--- config.mk ---
export PLATFORM = sky130hd
export DESIGN_NAME = fmc_top
export DESIGN_NICKNAME = d
export VERILOG_FILES = /design/src/fmc_pkg.sv /design/src/fmc_top.sv /design/src/fmc_err_capture.sv
export SDC_FILE = /design/constraint.sdc
export NUM_CORES = 1
export LEC_CHECK = 0
export CELL_PAD_IN_SITES_DETAIL_PLACEMENT = 0
export CELL_PAD_IN_SITES_GLOBAL_PLACEMENT = 1
export CORE_MARGIN = 2
export CORE_UTILIZATION = 35
export DETAILED_ROUTE_END_ITERATION = 16
export DONT_BUFFER_PORTS = 1
export PLACE_DENSITY = 0.63
export SETUP_SLACK_MARGIN = 0.05
export SLEW_MARGIN = 20
export SYNTH_ARGS = -nofsm -noshare
export SYNTH_HDL_FRONTEND = slang
export SYNTH_SLANG_ARGS = --single-unit
--- constraint.sdc ---
create_clock -name REF_CLK -period 2 [get_ports REF_CLK]
set_clock_uncertainty 0.2 [all_clocks]
set_input_delay 0.4 -clock REF_CLK [delete_from_list [all_inputs] [get_ports REF_CLK]]
set_output_delay 0.4 -clock REF_CLK [all_outputs]
set_load 0.005 [all_outputs]
--- src/fmc_pkg.sv ---
// package of register map, field positions and constants for the fifo misc control block
//
// Overview of operation
// format_driver_disable set floats the three application format lines; clear drives them.
// processor_error_code is read-only, four bits, zero after any reset.
// codes 1h/2h/3h: async rx pop empty, async rx pop paused, async tx push full.
// codes 4h/5h/6h: iso rx pop empty, iso rx pop paused, iso tx push full.
// codes 7h/8h/Bh: dv rx pop empty, dv rx pop paused, dv tx push full.
// codes 9h/Ah/Ch: dv pop before timestamp release, pop or push in application mode.
// alt_tx_cell_size is a nine-bit read-write field, zero after reset.
// alt_rx_cell_size is a nine-bit read-write field, zero after reset.
// threshold select clear: only first dv packet after reset waits for 480+N bytes.
// threshold select set: every dv packet waits for 480+N bytes; default clear.
// threshold addition field gives N of 0, 128, 256 or 384 bytes.
// threshold settings act only in dv mode.
// rx destination select set: dv packets go to application, processor pops ignored.
// tx source select set: only application writes the dv tx fifo, processor ignored.
// each illegal push or pop loads the error code, held until next event or reset.
package fmc_pkg;

    // ****************************************************************
    // register byte addresses
    // ****************************************************************
    localparam logic [7:0]  FMC_ADDR_MISC = 8'hF8;
    localparam logic [7:0]  FMC_ADDR_CTRL = 8'h40;
    localparam logic [7:0]  FMC_ADDR_ISR  = 8'h44;
    localparam logic [7:0]  FMC_ADDR_IMR  = 8'h48;

    // ****************************************************************
    // fifo_misc_control fields; field bit 00 is the word msb
    // ****************************************************************
    localparam int          FMC_FMT_DIS   = 31;
    localparam int          FMC_ERR_HI    = 30;
    localparam int          FMC_ERR_LO    = 27;
    localparam int          FMC_TXSZ_HI   = 24;
    localparam int          FMC_TXSZ_LO   = 16;
    localparam int          FMC_TSEL      = 15;
    localparam int          FMC_ADD_HI    = 13;
    localparam int          FMC_ADD_LO    = 12;
    localparam int          FMC_RXSZ_HI   = 8;
    localparam int          FMC_RXSZ_LO   = 0;
    localparam logic [31:0] FMC_MISC_WMASK = 32'h81FF_B1FF;
    localparam logic [31:0] FMC_MISC_RST   = 32'h0000_0000;

    // ****************************************************************
    // control, status and mask bits
    // ****************************************************************
    localparam int          FMC_C_DV_MODE = 0;
    localparam int          FMC_C_RX_DEST = 1;
    localparam int          FMC_C_TX_SRC  = 2;
    localparam int          FMC_C_SOFT    = 3;
    localparam logic [3:0]  FMC_CTRL_RST  = 4'h0;
    localparam int          FMC_I_ERR     = 0;
    localparam int          FMC_I_TXGO    = 1;
    localparam logic [1:0]  FMC_IRQ_RST   = 2'h0;

    // ****************************************************************
    // error codes; encoder request bit k reports code k+1
    // ****************************************************************
    localparam int          FMC_ERR_W     = 4;
    localparam int          FMC_NUM_ERR   = 12;
    localparam logic [3:0]  FMC_ERR_NONE  = 4'h0;

    // ****************************************************************
    // dv transmit threshold
    // ****************************************************************
    localparam int          FMC_BASE_BYTES = 480;
    localparam int          FMC_ADD_STEP   = 128;

endpackage

--- src/fmc_top.sv ---
// fifo misc control register block with wishbone slave, error capture and dv threshold gate
//
// Decided for this implementation: the Wishbone slave port.
`timescale 1ns/1ps
module fmc_top
    import fmc_pkg::*;
#(
    parameter int LVL_W = 12
)(
    input  wire logic             REF_CLK,
    input  wire logic             RSTN,
    input  wire logic             CYC_I,
    input  wire logic             STB_I,
    input  wire logic             WE_I,
    input  wire logic [7:0]       ADR_I,
    input  wire logic [3:0]       SEL_I,
    input  wire logic [31:0]      DAT_I,
    output logic      [31:0]      DAT_O,
    output logic                  ACK_O,
    output logic                  IRQ,
    input  wire logic [2:0]       FMT_DATA,
    output logic      [2:0]       FMT_O,
    output logic      [2:0]       FMT_OE_N,
    input  wire logic             ASY_RX_POP,
    input  wire logic             ASY_RX_EMPTY,
    input  wire logic             ASY_RX_PAUSED,
    input  wire logic             ASY_TX_PUSH,
    input  wire logic             ASY_TX_FULL,
    input  wire logic             ISO_RX_POP,
    input  wire logic             ISO_RX_EMPTY,
    input  wire logic             ISO_RX_PAUSED,
    input  wire logic             ISO_TX_PUSH,
    input  wire logic             ISO_TX_FULL,
    input  wire logic             DV_RX_POP,
    input  wire logic             DV_RX_EMPTY,
    input  wire logic             DV_RX_PAUSED,
    input  wire logic             DV_TS_RELEASED,
    input  wire logic             DV_TX_PUSH,
    input  wire logic             DV_TX_FULL,
    input  wire logic             APP_TX_PUSH,
    output logic                  DV_RX_POP_GO,
    output logic                  DV_TX_PUSH_GO,
    output logic                  APP_TX_PUSH_GO,
    output logic                  DV_RX_TO_APP,
    input  wire logic [LVL_W-1:0] DV_TX_LEVEL,
    input  wire logic             DV_PKT_SENT,
    output logic                  DV_TX_PERMIT,
    output logic                  DV_MODE,
    output logic      [8:0]       ALT_TX_CELL_SIZE,
    output logic      [8:0]       ALT_RX_CELL_SIZE
);

    // level must hold 480+384 bytes; refused at elaboration, not at run time
    if (LVL_W < 10 || LVL_W > 16) begin : g_lvl_check
        $error("fmc_top: LVL_W must be 10 to 16");
    end

    // ****************************************************************
    // register state
    // ****************************************************************
    logic [31:0]          misc_r;
    logic [31:0]          misc_nxt;
    logic [3:0]           ctrl_r;
    logic [3:0]           ctrl_nxt;
    logic [1:0]           isr_r;
    logic [1:0]           isr_nxt;
    logic [1:0]           imr_r;
    logic [1:0]           imr_nxt;
    logic                 ack_r;
    logic                 ack_nxt;
    logic [31:0]          dat_r;
    logic [31:0]          dat_nxt;
    logic [2:0]           fmt_r;
    logic                 first_done_r;
    logic                 first_done_nxt;
    logic                 permit_d_r;
    logic                 srst;
    logic                 wr;
    logic [31:0]          wmask;
    logic [FMC_ERR_W-1:0] err_code;
    logic [FMC_NUM_ERR-1:0] viol;
    logic                 dv_mode;
    logic                 rx_dest;
    logic                 tx_src;
    logic [LVL_W-1:0]     thresh;
    logic                 level_ok;

    // soft reset bit clears misc, control, interrupt and error code registers; bus, format, permit delay and first packet flag wait for RSTN
    assign srst    = !RSTN || ctrl_r[FMC_C_SOFT];
    assign dv_mode = ctrl_r[FMC_C_DV_MODE];
    assign rx_dest = ctrl_r[FMC_C_RX_DEST];
    assign tx_src  = ctrl_r[FMC_C_TX_SRC];

    // ****************************************************************
    // wishbone slave: ack one cycle after the request, write at the ack edge
    // ****************************************************************
    assign wr = CYC_I && STB_I && WE_I && ack_r;

    // byte lane mask from sel
    always_comb begin
        wmask = 32'h0000_0000;
        for (int b = 0; b < 4; b++) begin
            if (SEL_I[b]) begin
                wmask[b*8 +: 8] = 8'hFF;
            end
        end
    end

    // read mux registered at request, unmapped offsets read zero
    always_comb begin
        ack_nxt = CYC_I && STB_I && !ack_r;
        dat_nxt = dat_r;
        if (ack_nxt && !WE_I) begin
            case (ADR_I)
                FMC_ADDR_MISC: begin
                    dat_nxt = misc_r & FMC_MISC_WMASK;
                    dat_nxt[FMC_ERR_HI:FMC_ERR_LO] = err_code;
                end
                FMC_ADDR_CTRL: dat_nxt = {29'h0, ctrl_r[2:0]};
                FMC_ADDR_ISR:  dat_nxt = {30'h0, isr_r};
                FMC_ADDR_IMR:  dat_nxt = {30'h0, imr_r};
                default:       dat_nxt = 32'h0000_0000;
            endcase
        end
    end

    always_ff @(posedge REF_CLK) begin
        if (!RSTN) begin
            ack_r <= 1'b0;
            dat_r <= 32'h0000_0000;
        end else begin
            ack_r <= ack_nxt;
            dat_r <= dat_nxt;
        end
    end

    assign ACK_O = ack_r;
    assign DAT_O = dat_r;

    // ****************************************************************
    // fifo_misc_control and control register
    // ****************************************************************
    always_comb begin
        misc_nxt = misc_r;
        ctrl_nxt = ctrl_r;
        ctrl_nxt[FMC_C_SOFT] = 1'b0; // self clearing
        if (wr && ADR_I == FMC_ADDR_MISC) begin
            misc_nxt = (misc_r & ~(wmask & FMC_MISC_WMASK)) | (DAT_I & wmask & FMC_MISC_WMASK);
        end
        if (wr && ADR_I == FMC_ADDR_CTRL && SEL_I[0]) begin
            ctrl_nxt = DAT_I[3:0];
        end
    end

    always_ff @(posedge REF_CLK) begin
        if (srst) begin
            misc_r <= FMC_MISC_RST;
            ctrl_r <= FMC_CTRL_RST;
        end else begin
            misc_r <= misc_nxt;
            ctrl_r <= ctrl_nxt;
        end
    end

    assign ALT_TX_CELL_SIZE = misc_r[FMC_TXSZ_HI:FMC_TXSZ_LO];
    assign ALT_RX_CELL_SIZE = misc_r[FMC_RXSZ_HI:FMC_RXSZ_LO];
    assign DV_MODE          = dv_mode;
    assign DV_RX_TO_APP     = rx_dest;

    // ****************************************************************
    // format lines: data registered, enable low while driven
    // ****************************************************************
    always_ff @(posedge REF_CLK) begin
        if (!RSTN) begin
            fmt_r <= 3'h0;
        end else begin
            fmt_r <= FMT_DATA;
        end
    end

    assign FMT_O    = fmt_r;
    assign FMT_OE_N = {3{misc_r[FMC_FMT_DIS]}};

    // ****************************************************************
    // illegal access detection; dv paths gated by owner selects
    // ****************************************************************
    always_comb begin
        viol     = '0;
        viol[0]  = ASY_RX_POP && ASY_RX_EMPTY;
        viol[1]  = ASY_RX_POP && !ASY_RX_EMPTY && ASY_RX_PAUSED;
        viol[2]  = ASY_TX_PUSH && ASY_TX_FULL;
        viol[3]  = ISO_RX_POP && ISO_RX_EMPTY;
        viol[4]  = ISO_RX_POP && !ISO_RX_EMPTY && ISO_RX_PAUSED;
        viol[5]  = ISO_TX_PUSH && ISO_TX_FULL;
        viol[6]  = DV_RX_POP && !rx_dest && DV_RX_EMPTY;
        viol[7]  = DV_RX_POP && !rx_dest && !DV_RX_EMPTY && DV_RX_PAUSED;
        viol[8]  = DV_RX_POP && !rx_dest && !DV_RX_EMPTY && !DV_RX_PAUSED && !DV_TS_RELEASED;
        viol[9]  = DV_RX_POP && rx_dest;
        viol[10] = DV_TX_PUSH && !tx_src && DV_TX_FULL;
        viol[11] = DV_TX_PUSH && tx_src;
    end

    // only legal host accesses reach the dv fifo
    assign DV_RX_POP_GO   = DV_RX_POP && !rx_dest && !DV_RX_EMPTY && !DV_RX_PAUSED && DV_TS_RELEASED;
    assign DV_TX_PUSH_GO  = DV_TX_PUSH && !tx_src && !DV_TX_FULL;
    assign APP_TX_PUSH_GO = APP_TX_PUSH && tx_src && !DV_TX_FULL;

    fmc_err_capture u_err (
        .clk  (REF_CLK),
        .srst (srst),
        .req  (viol),
        .code (err_code)
    );

    // ****************************************************************
    // dv transmit threshold gate
    // ****************************************************************
    assign thresh   = LVL_W'(FMC_BASE_BYTES) +
                      LVL_W'(FMC_ADD_STEP) * LVL_W'(misc_r[FMC_ADD_HI:FMC_ADD_LO]);
    assign level_ok = DV_TX_LEVEL >= thresh;

    // first packet flag survives soft reset: only power-on rearms it
    always_comb begin
        first_done_nxt = first_done_r || (dv_mode && DV_PKT_SENT);
    end

    always_ff @(posedge REF_CLK) begin
        if (!RSTN) begin
            first_done_r <= 1'b0;
            permit_d_r   <= 1'b0;
        end else begin
            first_done_r <= first_done_nxt;
            permit_d_r   <= DV_TX_PERMIT;
        end
    end

    // select set gates every packet, clear only the first
    always_comb begin
        if (!dv_mode) begin
            DV_TX_PERMIT = 1'b1;
        end else if (misc_r[FMC_TSEL]) begin
            DV_TX_PERMIT = level_ok;
        end else begin
            DV_TX_PERMIT = first_done_r || level_ok;
        end
    end

    // ****************************************************************
    // interrupt status (write one to clear, set wins) and mask
    // ****************************************************************
    always_comb begin
        isr_nxt = isr_r;
        imr_nxt = imr_r;
        if (wr && ADR_I == FMC_ADDR_ISR && SEL_I[0]) begin
            isr_nxt = isr_r & ~DAT_I[1:0];
        end
        if (wr && ADR_I == FMC_ADDR_IMR && SEL_I[0]) begin
            imr_nxt = DAT_I[1:0];
        end
        if (|viol) begin
            isr_nxt[FMC_I_ERR] = 1'b1;
        end
        if (dv_mode && DV_TX_PERMIT && !permit_d_r) begin
            isr_nxt[FMC_I_TXGO] = 1'b1;
        end
    end

    always_ff @(posedge REF_CLK) begin
        if (srst) begin
            isr_r <= FMC_IRQ_RST;
            imr_r <= FMC_IRQ_RST;
        end else begin
            isr_r <= isr_nxt;
            imr_r <= imr_nxt;
        end
    end

    assign IRQ = |(isr_r & imr_r);

    // ****************************************************************
    // assertions
    // ****************************************************************
    a_fmt_float: assert property (@(posedge REF_CLK) disable iff (srst)
        (wr && ADR_I == FMC_ADDR_MISC && SEL_I[3] && DAT_I[FMC_FMT_DIS]) |=> (FMT_OE_N == 3'h7))
        else $error("format lines not floated after disable write");

    a_err_reset: assert property (@(posedge REF_CLK)
        !RSTN |=> (err_code == FMC_ERR_NONE))
        else $error("error code not zero after reset");

    a_asy_empty: assert property (@(posedge REF_CLK) disable iff (srst)
        (viol == 12'h001) |=> (err_code == 4'h1))
        else $error("async empty pop code wrong");

    a_iso_empty: assert property (@(posedge REF_CLK) disable iff (srst)
        (viol == 12'h008) |=> (err_code == 4'h4))
        else $error("iso empty pop code wrong");

    a_dv_full: assert property (@(posedge REF_CLK) disable iff (srst)
        (DV_TX_PUSH && !tx_src && DV_TX_FULL && viol[9:0] == 10'h000) |=> (err_code == 4'hB))
        else $error("dv full push code wrong");

    a_app_pop: assert property (@(posedge REF_CLK) disable iff (srst)
        (DV_RX_POP && rx_dest && !viol[10] && !viol[11]) |=> (err_code == 4'hA))
        else $error("application mode pop code wrong");

    a_txsz_write: assert property (@(posedge REF_CLK) disable iff (srst)
        (wr && ADR_I == FMC_ADDR_MISC && SEL_I[2]) |=> (ALT_TX_CELL_SIZE[7:0] == $past(DAT_I[23:16])))
        else $error("alternate tx cell size not written");

    a_rxsz_write: assert property (@(posedge REF_CLK) disable iff (srst)
        (wr && ADR_I == FMC_ADDR_MISC && SEL_I[0]) |=> (ALT_RX_CELL_SIZE[7:0] == $past(DAT_I[7:0])))
        else $error("alternate rx cell size not written");

    a_thresh_each: assert property (@(posedge REF_CLK) disable iff (srst)
        (dv_mode && misc_r[FMC_TSEL] && DV_TX_LEVEL < LVL_W'(480) + LVL_W'({misc_r[13:12], 7'h00}))
            |-> !DV_TX_PERMIT)
        else $error("dv packet permitted below threshold");

    a_first_held: assert property (@(posedge REF_CLK) disable iff (srst)
        (dv_mode && !first_done_r && !level_ok) |-> !DV_TX_PERMIT)
        else $error("first dv packet permitted early");

    a_non_dv: assert property (@(posedge REF_CLK) disable iff (srst)
        !dv_mode |-> DV_TX_PERMIT)
        else $error("threshold acted outside dv mode");

    a_rx_ignore: assert property (@(posedge REF_CLK) disable iff (srst)
        rx_dest |-> !DV_RX_POP_GO)
        else $error("host pop passed in application mode");

    a_tx_ignore: assert property (@(posedge REF_CLK) disable iff (srst)
        tx_src |-> (!DV_TX_PUSH_GO && (APP_TX_PUSH_GO == (APP_TX_PUSH && !DV_TX_FULL))))
        else $error("dv tx owner gating wrong");

    a_err_hold: assert property (@(posedge REF_CLK) disable iff (srst)
        (viol == 12'h000) |=> $stable(err_code))
        else $error("error code changed without event");

endmodule

--- src/fmc_err_capture.sv ---
// error code capture register: newest illegal access code, held until next one
`timescale 1ns/1ps
module fmc_err_capture
    import fmc_pkg::*;
(
    input  wire logic                   clk,
    input  wire logic                   srst,
    input  wire logic [FMC_NUM_ERR-1:0] req,
    output logic      [FMC_ERR_W-1:0]   code
);

    logic [FMC_ERR_W-1:0] code_r;
    logic [FMC_ERR_W-1:0] code_nxt;

    // ****************************************************************
    // encoder: highest code wins when two events share a cycle
    // ****************************************************************
    always_comb begin
        code_nxt = code_r;
        for (int k = 0; k < FMC_NUM_ERR; k++) begin
            if (req[k]) begin
                code_nxt = FMC_ERR_W'(k + 1);
            end
        end
    end

    // register, cleared by either reset
    always_ff @(posedge clk) begin
        if (srst) begin
            code_r <= FMC_ERR_NONE;
        end else begin
            code_r <= code_nxt;
        end
    end

    assign code = code_r;

endmodule

==> impl_results.md, run 1 <==
- Status: finished with violations
- Violated checks: negative setup slack
- Number of antenna violations at the first check in global routing: 0
- H-Tree Level Count: 3
- Biggest cell delay along the critical path: roughly 0.33 ns
- Filler cell count: about 880
- Count of distinct cell types in the synthesized netlist: 47
- Detailed placer's ending HPWL: 6000 µm
- Slew margin rel.: 0.376
- RSZ-0062 raised after global routing: yes
- Worst endpoint required time: 1.40 ns
- Initial core utilization: 0.361
- Average footprint of a synthesized cell: 8.92 µm²
- Area Growth Syn to Fin: 13.9%
- Number of cell rows: 34
- Top delay family on crit path: adder cells
- Static leakage: between 1 and 1.5 nW
- Routed length per instance: around 18 µm
- Count of antenna diodes in the layout: 0
- Warning count from the yosys run: 0
- CTS Root Cell: sky130_fd_sc_hd__clkbuf_8
- Total negative setup slack: -0.222 ns
- Core box area: between 8000 and 9000 µm²
- Startpoint-to-endpoint class of the critical path: reg -> out
- Worst min-delay path class: in -> reg
- Highest clock rate: between 0.4 and 0.5 GHz
- Least-Margin Pin Slew: between 0.9 and 1 ns
- Slowest library cell on the worst path: sky130_fd_sc_hd__dfxtp_2
- Leading cell types by total area after synthesis: sky130_fd_sc_hd__dfxtp_1 (42%), sky130_fd_sc_hd__buf_4 (6.6%), sky130_fd_sc_hd__a22oi_1 (5.9%)
- Series of cell instances along the critical path: inv_2, ha_4, ha_4, a21oi_2, a21boi_2, nor2_1, nand2_1
- Die ar.: roughly 10000 µm²
- RePlAce Congestion: 0.813
- Chip width: 99.1 µm
- Buf/Inv on CP: 1
- Global-route wire length before repair: around 14000 µm
- Top-Level Pins: 146
- Worst-path clk slew: approximately 0.080 ns
- Final-stage net count: around 450
- Wirelength, routed: between 8000 and 9000 µm
- Most common flop cell mapped by yosys: sky130_fd_sc_hd__dfxtp_1
- Type of element launching the critical path: register
- Register area: approximately 1300 µm²
- TritonCTS Buffers: 9
- Total grt overflow: 0
- Total via count in the routed design: 2622
- Count of port buffers added during placement: 0
- Clock tree sinks: 66
- Final hold vios: 0
- Number of max-capacitance violations reported: 0
- Starting DRT DRC Count: 97
- Share of async-settable or async-resettable flops after synthesis: 0
- Multi-input combinational cell area: between 1500 and 2000 µm²
- Vias per cell: between 5 and 6
- Overall track demand over capacity in global routing: 0.175
- CTS tree: done
- Post-Syn Area: about 3200 µm²
- First-pass iteration count of the detailed router: 4
- Sequential-to-total area share from yosys stat: 0.417
- Antenna violation net count after detailed routing: 0
- Vertical extent of the die: 99.1 µm
- Power density over cell area: 683 nW/µm²
- Maximum number of pins on one net before global-route repair: 30
- Largest fanout of any net on the critical path: 2
- Most area-hungry cell type in the Yosys netlist: sky130_fd_sc_hd__dfxtp_1
- Via count of the first global-routing pass: between 2000 and 3000
- Final worst path period need: around 2.2 ns
- Insertion delay to the later sink of the worst-skew pair: between 0.3 and 0.4 ns
- Number of instances in the synthesized netlist: about 360
- Most used cell along the critical path: sky130_fd_sc_hd__ha_4
- Fraction of layout instances using a drive strength above 1: 0.145
- Data arrival time of the critical path: approximately 1.6 ns
- Share of Yosys cell area claimed by the top area cell type: 0.417
- Number of enable flip-flop cells after synthesis: 0
- Portion of the clock cycle consumed by the worst path in the final layout: 1.11
- Endpoint kind of the worst setup timing path: primary output
- Number of buffers on the longest clock path: 2
- Worst supply voltage drop on vdd: 231 µV
- Final max-slew violation count: 0
- Number of setup violations in the final report: 1
- Least setup slack across all paths after layout: -0.222 ns
- Synthesis-stage register bit count: 66
- Total Power Consumption: around 2.5 mW
- Final Util: 0.411
- Final routed DRC violation total: 0
==> cell usage in the layout (no fill, tap or decap), types with 5 or more instances in the layout <==
cell type and n:
sky130_fd_sc_hd__nand2_1 25, sky130_fd_sc_hd__a41o_1 14, sky130_fd_sc_hd__a21oi_1 31, sky130_fd_sc_hd__dfxtp_1 63, sky130_fd_sc_hd__dlygate4sd3_1 17, sky130_fd_sc_hd__buf_4 22
sky130_fd_sc_hd__nor2b_1 26, sky130_fd_sc_hd__a22oi_1 25, sky130_fd_sc_hd__conb_1 6, sky130_fd_sc_hd__o21ai_0 18, sky130_fd_sc_hd__and2_1 5, sky130_fd_sc_hd__clkbuf_8 10
sky130_fd_sc_hd__nand4_1 7, sky130_fd_sc_hd__a31oi_1 5, sky130_fd_sc_hd__nand3_1 15
==> report_power, final <==
group | switching (mW) | internal, mW | total [mW]
Combinational | 0.0843 | 0.0820 | 0.166
Sequential | 0.00895 | 1.33 | 1.34
Clock | 0.494 | 0.466 | 0.960
==> cells in the mapped netlist, types with 5 or more instances <==
| library cell | instances |
|---|---|
| sky130_fd_sc_hd__a41o_1 | 14 |
| sky130_fd_sc_hd__o21ai_0 | 19 |
| sky130_fd_sc_hd__a21oi_1 | 32 |
| sky130_fd_sc_hd__dfxtp_1 | 66 |
| sky130_fd_sc_hd__a31oi_1 | 5 |
| sky130_fd_sc_hd__nand2_1 | 25 |
| sky130_fd_sc_hd__buf_4 | 28 |
| sky130_fd_sc_hd__a22oi_1 | 25 |
| sky130_fd_sc_hd__inv_1 | 6 |
| sky130_fd_sc_hd__and2_1 | 5 |
| sky130_fd_sc_hd__nand4_1 | 7 |
| sky130_fd_sc_hd__nand3_1 | 15 |
| sky130_fd_sc_hd__nor3b_1 | 5 |
| sky130_fd_sc_hd__nor2b_1 | 27 |
| sky130_fd_sc_hd__clkbuf_1 | 12 |
==> worst paths after layout <==
kind                                     from             to  slack [ns]  depth (start not counted)
worst max-delay path                 register   DV_TX_PERMIT       -0.22                          7
worst min-delay path                 DAT_I[1]       imr_r[1]        0.02                          2
worst max register to register       register       isr_r[1]        0.15                          8
worst min register to register  u_err.code[0]  u_err.code[0]        0.27                          2
==> stage by stage <==
stage	instance area [µm²]	setup slack, ns	std cells	hold slack (ns)
final	3600	-0.222	474	0.0150
after global routing	3600	-0.305	474	0.0000125
after CTS	3550	-0.282	470	0.000212
after detailed placement	3200	-0.0545	440	0.262
after global placement	3200	-0.0424	440	0.260
after floorplan	3190	-0.00812	360	0.228
==> final cells by class <==
class                      count  area share
timing repair buffer          41       0.102
tap                          108      0.0375
sequential                    66       0.368
clock inverter                 3     0.00486
multi-input combinational    239       0.442
clock buffer                  11      0.0392
inverter                       6     0.00625
==> what timing repair did <==
item,in CTS,in global routing
pin swaps,3,6
hold endpoints to repair,40,3
endpoints found under the setup margin,3,4
buffers inserted,1,1
hold buffers,15,3
gates resized for setup,8,7
==> cell families (layout without fill, tap and decap cells) <==
group | count (synthesis) | count (layout) | share of synthesized area
muxes | 1 | 1 | 0.00356
DFF | 66 | 66 | 0.417
and+or+nand+nor | 110 | 110 | 0.206
other | 1 | 6 | 0.00118
buffers and inverters | 55 | 61 | 0.102
adders and majority gates | 4 | 4 | 0.0158
AOI/OAI and AO/OA | 118 | 118 | 0.253
==> routing by layer <==
| metal | GRT usage | wire length, µm | up-vias |
|---|---|---|---|
| met5 | 0 | 0 | - |
| met4 | 0.0653 | 105 | 0 |
| met3 | 0.0506 | 608 | 9 |
| met2 | 0.280 | 3860 | 95 |
| met1 | 0.223 | 3870 | 1219 |
| li1 | - | - | 1299 |
No activity file was read; power rests on OpenSTA's default activity.
==> run 2: changes to the inputs <==
- PLACE_DENSITY: 0.63 -> 0.61
- clock period: 2 -> 2.2 ns (I/O delays scaled with it)
==> run 2 against run 1 <==
The run still ends with negative setup slack left. Design area is 5.2% lower. Worst setup slack improved by 0.16 ns. First-iteration DRC count fell by 28%. Critical endpoint unchanged. Sequential power shrank 9%. Global-route usage is 1.3 points lower. Wire length is 4.8% lower. Die area did not move. Count of clock-buffer cells in the layout up 2. Sequential share of layout area rose by 1.9 points.
==> impl_results.md, run 2 (synthesis results as in run 1) <==
- RePlAce Congestion: 0.771 (-5.2%)
- Number of buffers on the longest clock path: 2 (unchanged)
- Final-stage net count: 423 (-5.8%)
- Status: finished with violations
- Number of setup violations in the final report: 1 (unchanged)
- Clock tree sinks: 66 (unchanged)
- Wirelength, routed: 8040 µm (-4.8%)
- Worst-path clk slew: 0.07 ns (about the same)
- First-pass iteration count of the detailed router: 4 (unchanged)
- RSZ-0062 raised after global routing: yes
- Reg-to-reg slack, setup: 0.38 ns (+0.23 ns)
- Top-Level Pins: 146 (unchanged)
- Instance area after placement: 3140 µm² (-2.0%)
- Count of antenna diodes in the layout: 0 (unchanged)
- Worst supply voltage drop on vdd: 284 µV (+23%)
- Largest fanout of any net on the critical path: 2 (unchanged)
- Filler cell count: 920 (+4.4%)
- Type of element launching the critical path: register
- Total Power Consumption: 2.38 mW (-3.2%)
- Via count of the first global-routing pass: 2425 (-9.2%)
- Portion of the clock cycle consumed by the worst path in the final layout: 1.03
- Data arrival time of the critical path: 1.62 ns (about the same)
- Final instance area: 3420 µm² (-5.2%)
- Starting DRT DRC Count: 70 (-28%)
- Total grt overflow: 0 (unchanged)
- Hold path cells: 1 (-1)
- Commonest cells after routing, fill and taps aside: sky130_fd_sc_hd__dfxtp_1 (64), sky130_fd_sc_hd__a21oi_1 (31), sky130_fd_sc_hd__nor2b_1 (26)
- Final routed DRC violation total: 0 (unchanged)
- Startpoint of the tightest hold check path: RSTN
- Total via count in the routed design: 2503 (-4.5%)
- Violated checks: negative setup slack
- FF-to-FF path depth: 5 (-3)
- Power density over cell area: 697 nW/µm² (+2.0%)
- Least setup slack across all paths after layout: -0.0646 ns (+0.158 ns)
- Initial core utilization: 0.361 (unchanged)
- Endpoint kind of the worst setup timing path: primary output
- H-Tree Level Count: 3 (unchanged)
- Static leakage: 1.26 nW (-7.3%)
- Insertion delay to the later sink of the worst-skew pair: 0.33 ns (about the same)
- Launching point of the worst reg2reg path: ACK_O
- Place WS: 0.0601 ns (+0.115 ns)
- Final hold vios: 0 (unchanged)
- Routed length per instance: 17.9 µm (+0.53%)
- Worst endpoint required time: 1.56 ns (+0.16 ns)
- Number of cell rows: 34 (unchanged)
- Highest clock rate: between 0.4 and 0.5 GHz
- Number of antenna violations at the first check in global routing: 0 (unchanged)
- Die ar.: 9820 µm² (unchanged)
- Vias per cell: 5.57 (+0.78%)
- Core box area: 8760 µm² (unchanged)
- Vertical extent of the die: 99.1 µm (unchanged)
- Total negative setup slack: -0.0646 ns (+0.158 ns)
- TritonCTS Buffers: 9 (unchanged)
- Detailed placer's ending HPWL: 5760 µm (-4.1%)
- Final worst path period need: around 2.3 ns
- CTS tree: done
- Most common library cell in the layout ignoring fill and taps: sky130_fd_sc_hd__dfxtp_1
- CTS Root Cell: sky130_fd_sc_hd__clkbuf_8
- Area Growth Syn to Fin: 7.98%
- Number of max-capacitance violations reported: 0 (unchanged)
- Antenna violation net count after detailed routing: 0 (unchanged)
- Maximum number of pins on one net before global-route repair: 36 (+20%)
- Overall track demand over capacity in global routing: 0.161 (-0.0135)
- Count of port buffers added during placement: 0 (unchanged)
- Worst min-delay path class: in -> reg
- Final max-slew violation count: 0 (unchanged)
- Chip width: 99.1 µm (unchanged)
- Fraction of layout instances using a drive strength above 1: 0.126 (-0.0187)
- Startpoint-to-endpoint class of the critical path: reg -> out
- Worst-case hold path end point: FMT_O[1]
- Global-route wire length before repair: 12500 µm (-8.3%)
run 2: changes by cell type in the layout (fill, tap and decap cells not counted), sizes merged:
cell | before | now
dlygate4sd3 | 17 | 2
dlymetal6s4s | 1 | 0
buf | 23 | 13
clkbuf | 11 | 13
clkinvlp | 1 | 0
bufinv | 0 | 1
clkinv | 2 | 1
run 2: critical path: stages (launching register included):
cell and delay (ns):
sky130_fd_sc_hd__dfxtp_2 0.34, sky130_fd_sc_hd__inv_2 0.05, sky130_fd_sc_hd__ha_4 0.24, sky130_fd_sc_hd__ha_4 0.27, sky130_fd_sc_hd__nand4_1 0.09, sky130_fd_sc_hd__a21boi_2 0.18
sky130_fd_sc_hd__nor2_2 0.05, sky130_fd_sc_hd__nand2_1 0.09
run 2: area by class of cell:
class	count	area (µm²)	share of cell area
clock buffer	13	169	0.0494
clock inverter	2	35.0	0.0102
inverter	6	22.5	0.00659
multi-input combinational	239	1590	0.465
sequential	66	1320	0.387
tap	108	135	0.0395
timing repair buffer	15	143	0.0417
run 2: per-layer routing:
metal	GRT usage	share of wire	wire length, µm
met1	0.199	0.44	3570
met2	0.264	0.47	3760
met5	0	0	0
met4	0.0316	0.0071	57
met3	0.0710	0.081	649
run 2: timing repair:
action,in CTS,in global routing
pin swaps,4,4
hold endpoints to repair,0,1
endpoints found under the setup margin,1,1
hold buffers,0,2
buffers inserted,2,0
gates resized for setup,9,2
run 2: stage by stage:
stage,std cells,hold WS [ns],util
floorplan,360,0.228,-
global route,449,0.00176,0.390
finish,449,0.0307,0.390
detailed placement,430,0.266,0.358
global placement,430,0.261,0.358
CTS,447,0.00819,0.387
run 2: power breakdown:
group,internal (mW),leakage [nW],switching (mW)
Clock,0.610,0.106,0.444
Combinational,0.0498,0.618,0.0628
Sequential,1.21,0.535,0.00852
Total,1.87,1.26,0.516
run 2: how the worst max path moves through the flow:
stage,startpoint,end,cells past startpoint
detailed placement,register,DV_TX_PERMIT,7
finish,register,DV_TX_PERMIT,7
global route,register,DV_TX_PERMIT,7
global placement,register,DV_TX_PERMIT,7
CTS,register,DV_TX_PERMIT,7
floorplan,ADR_I[1],register,6
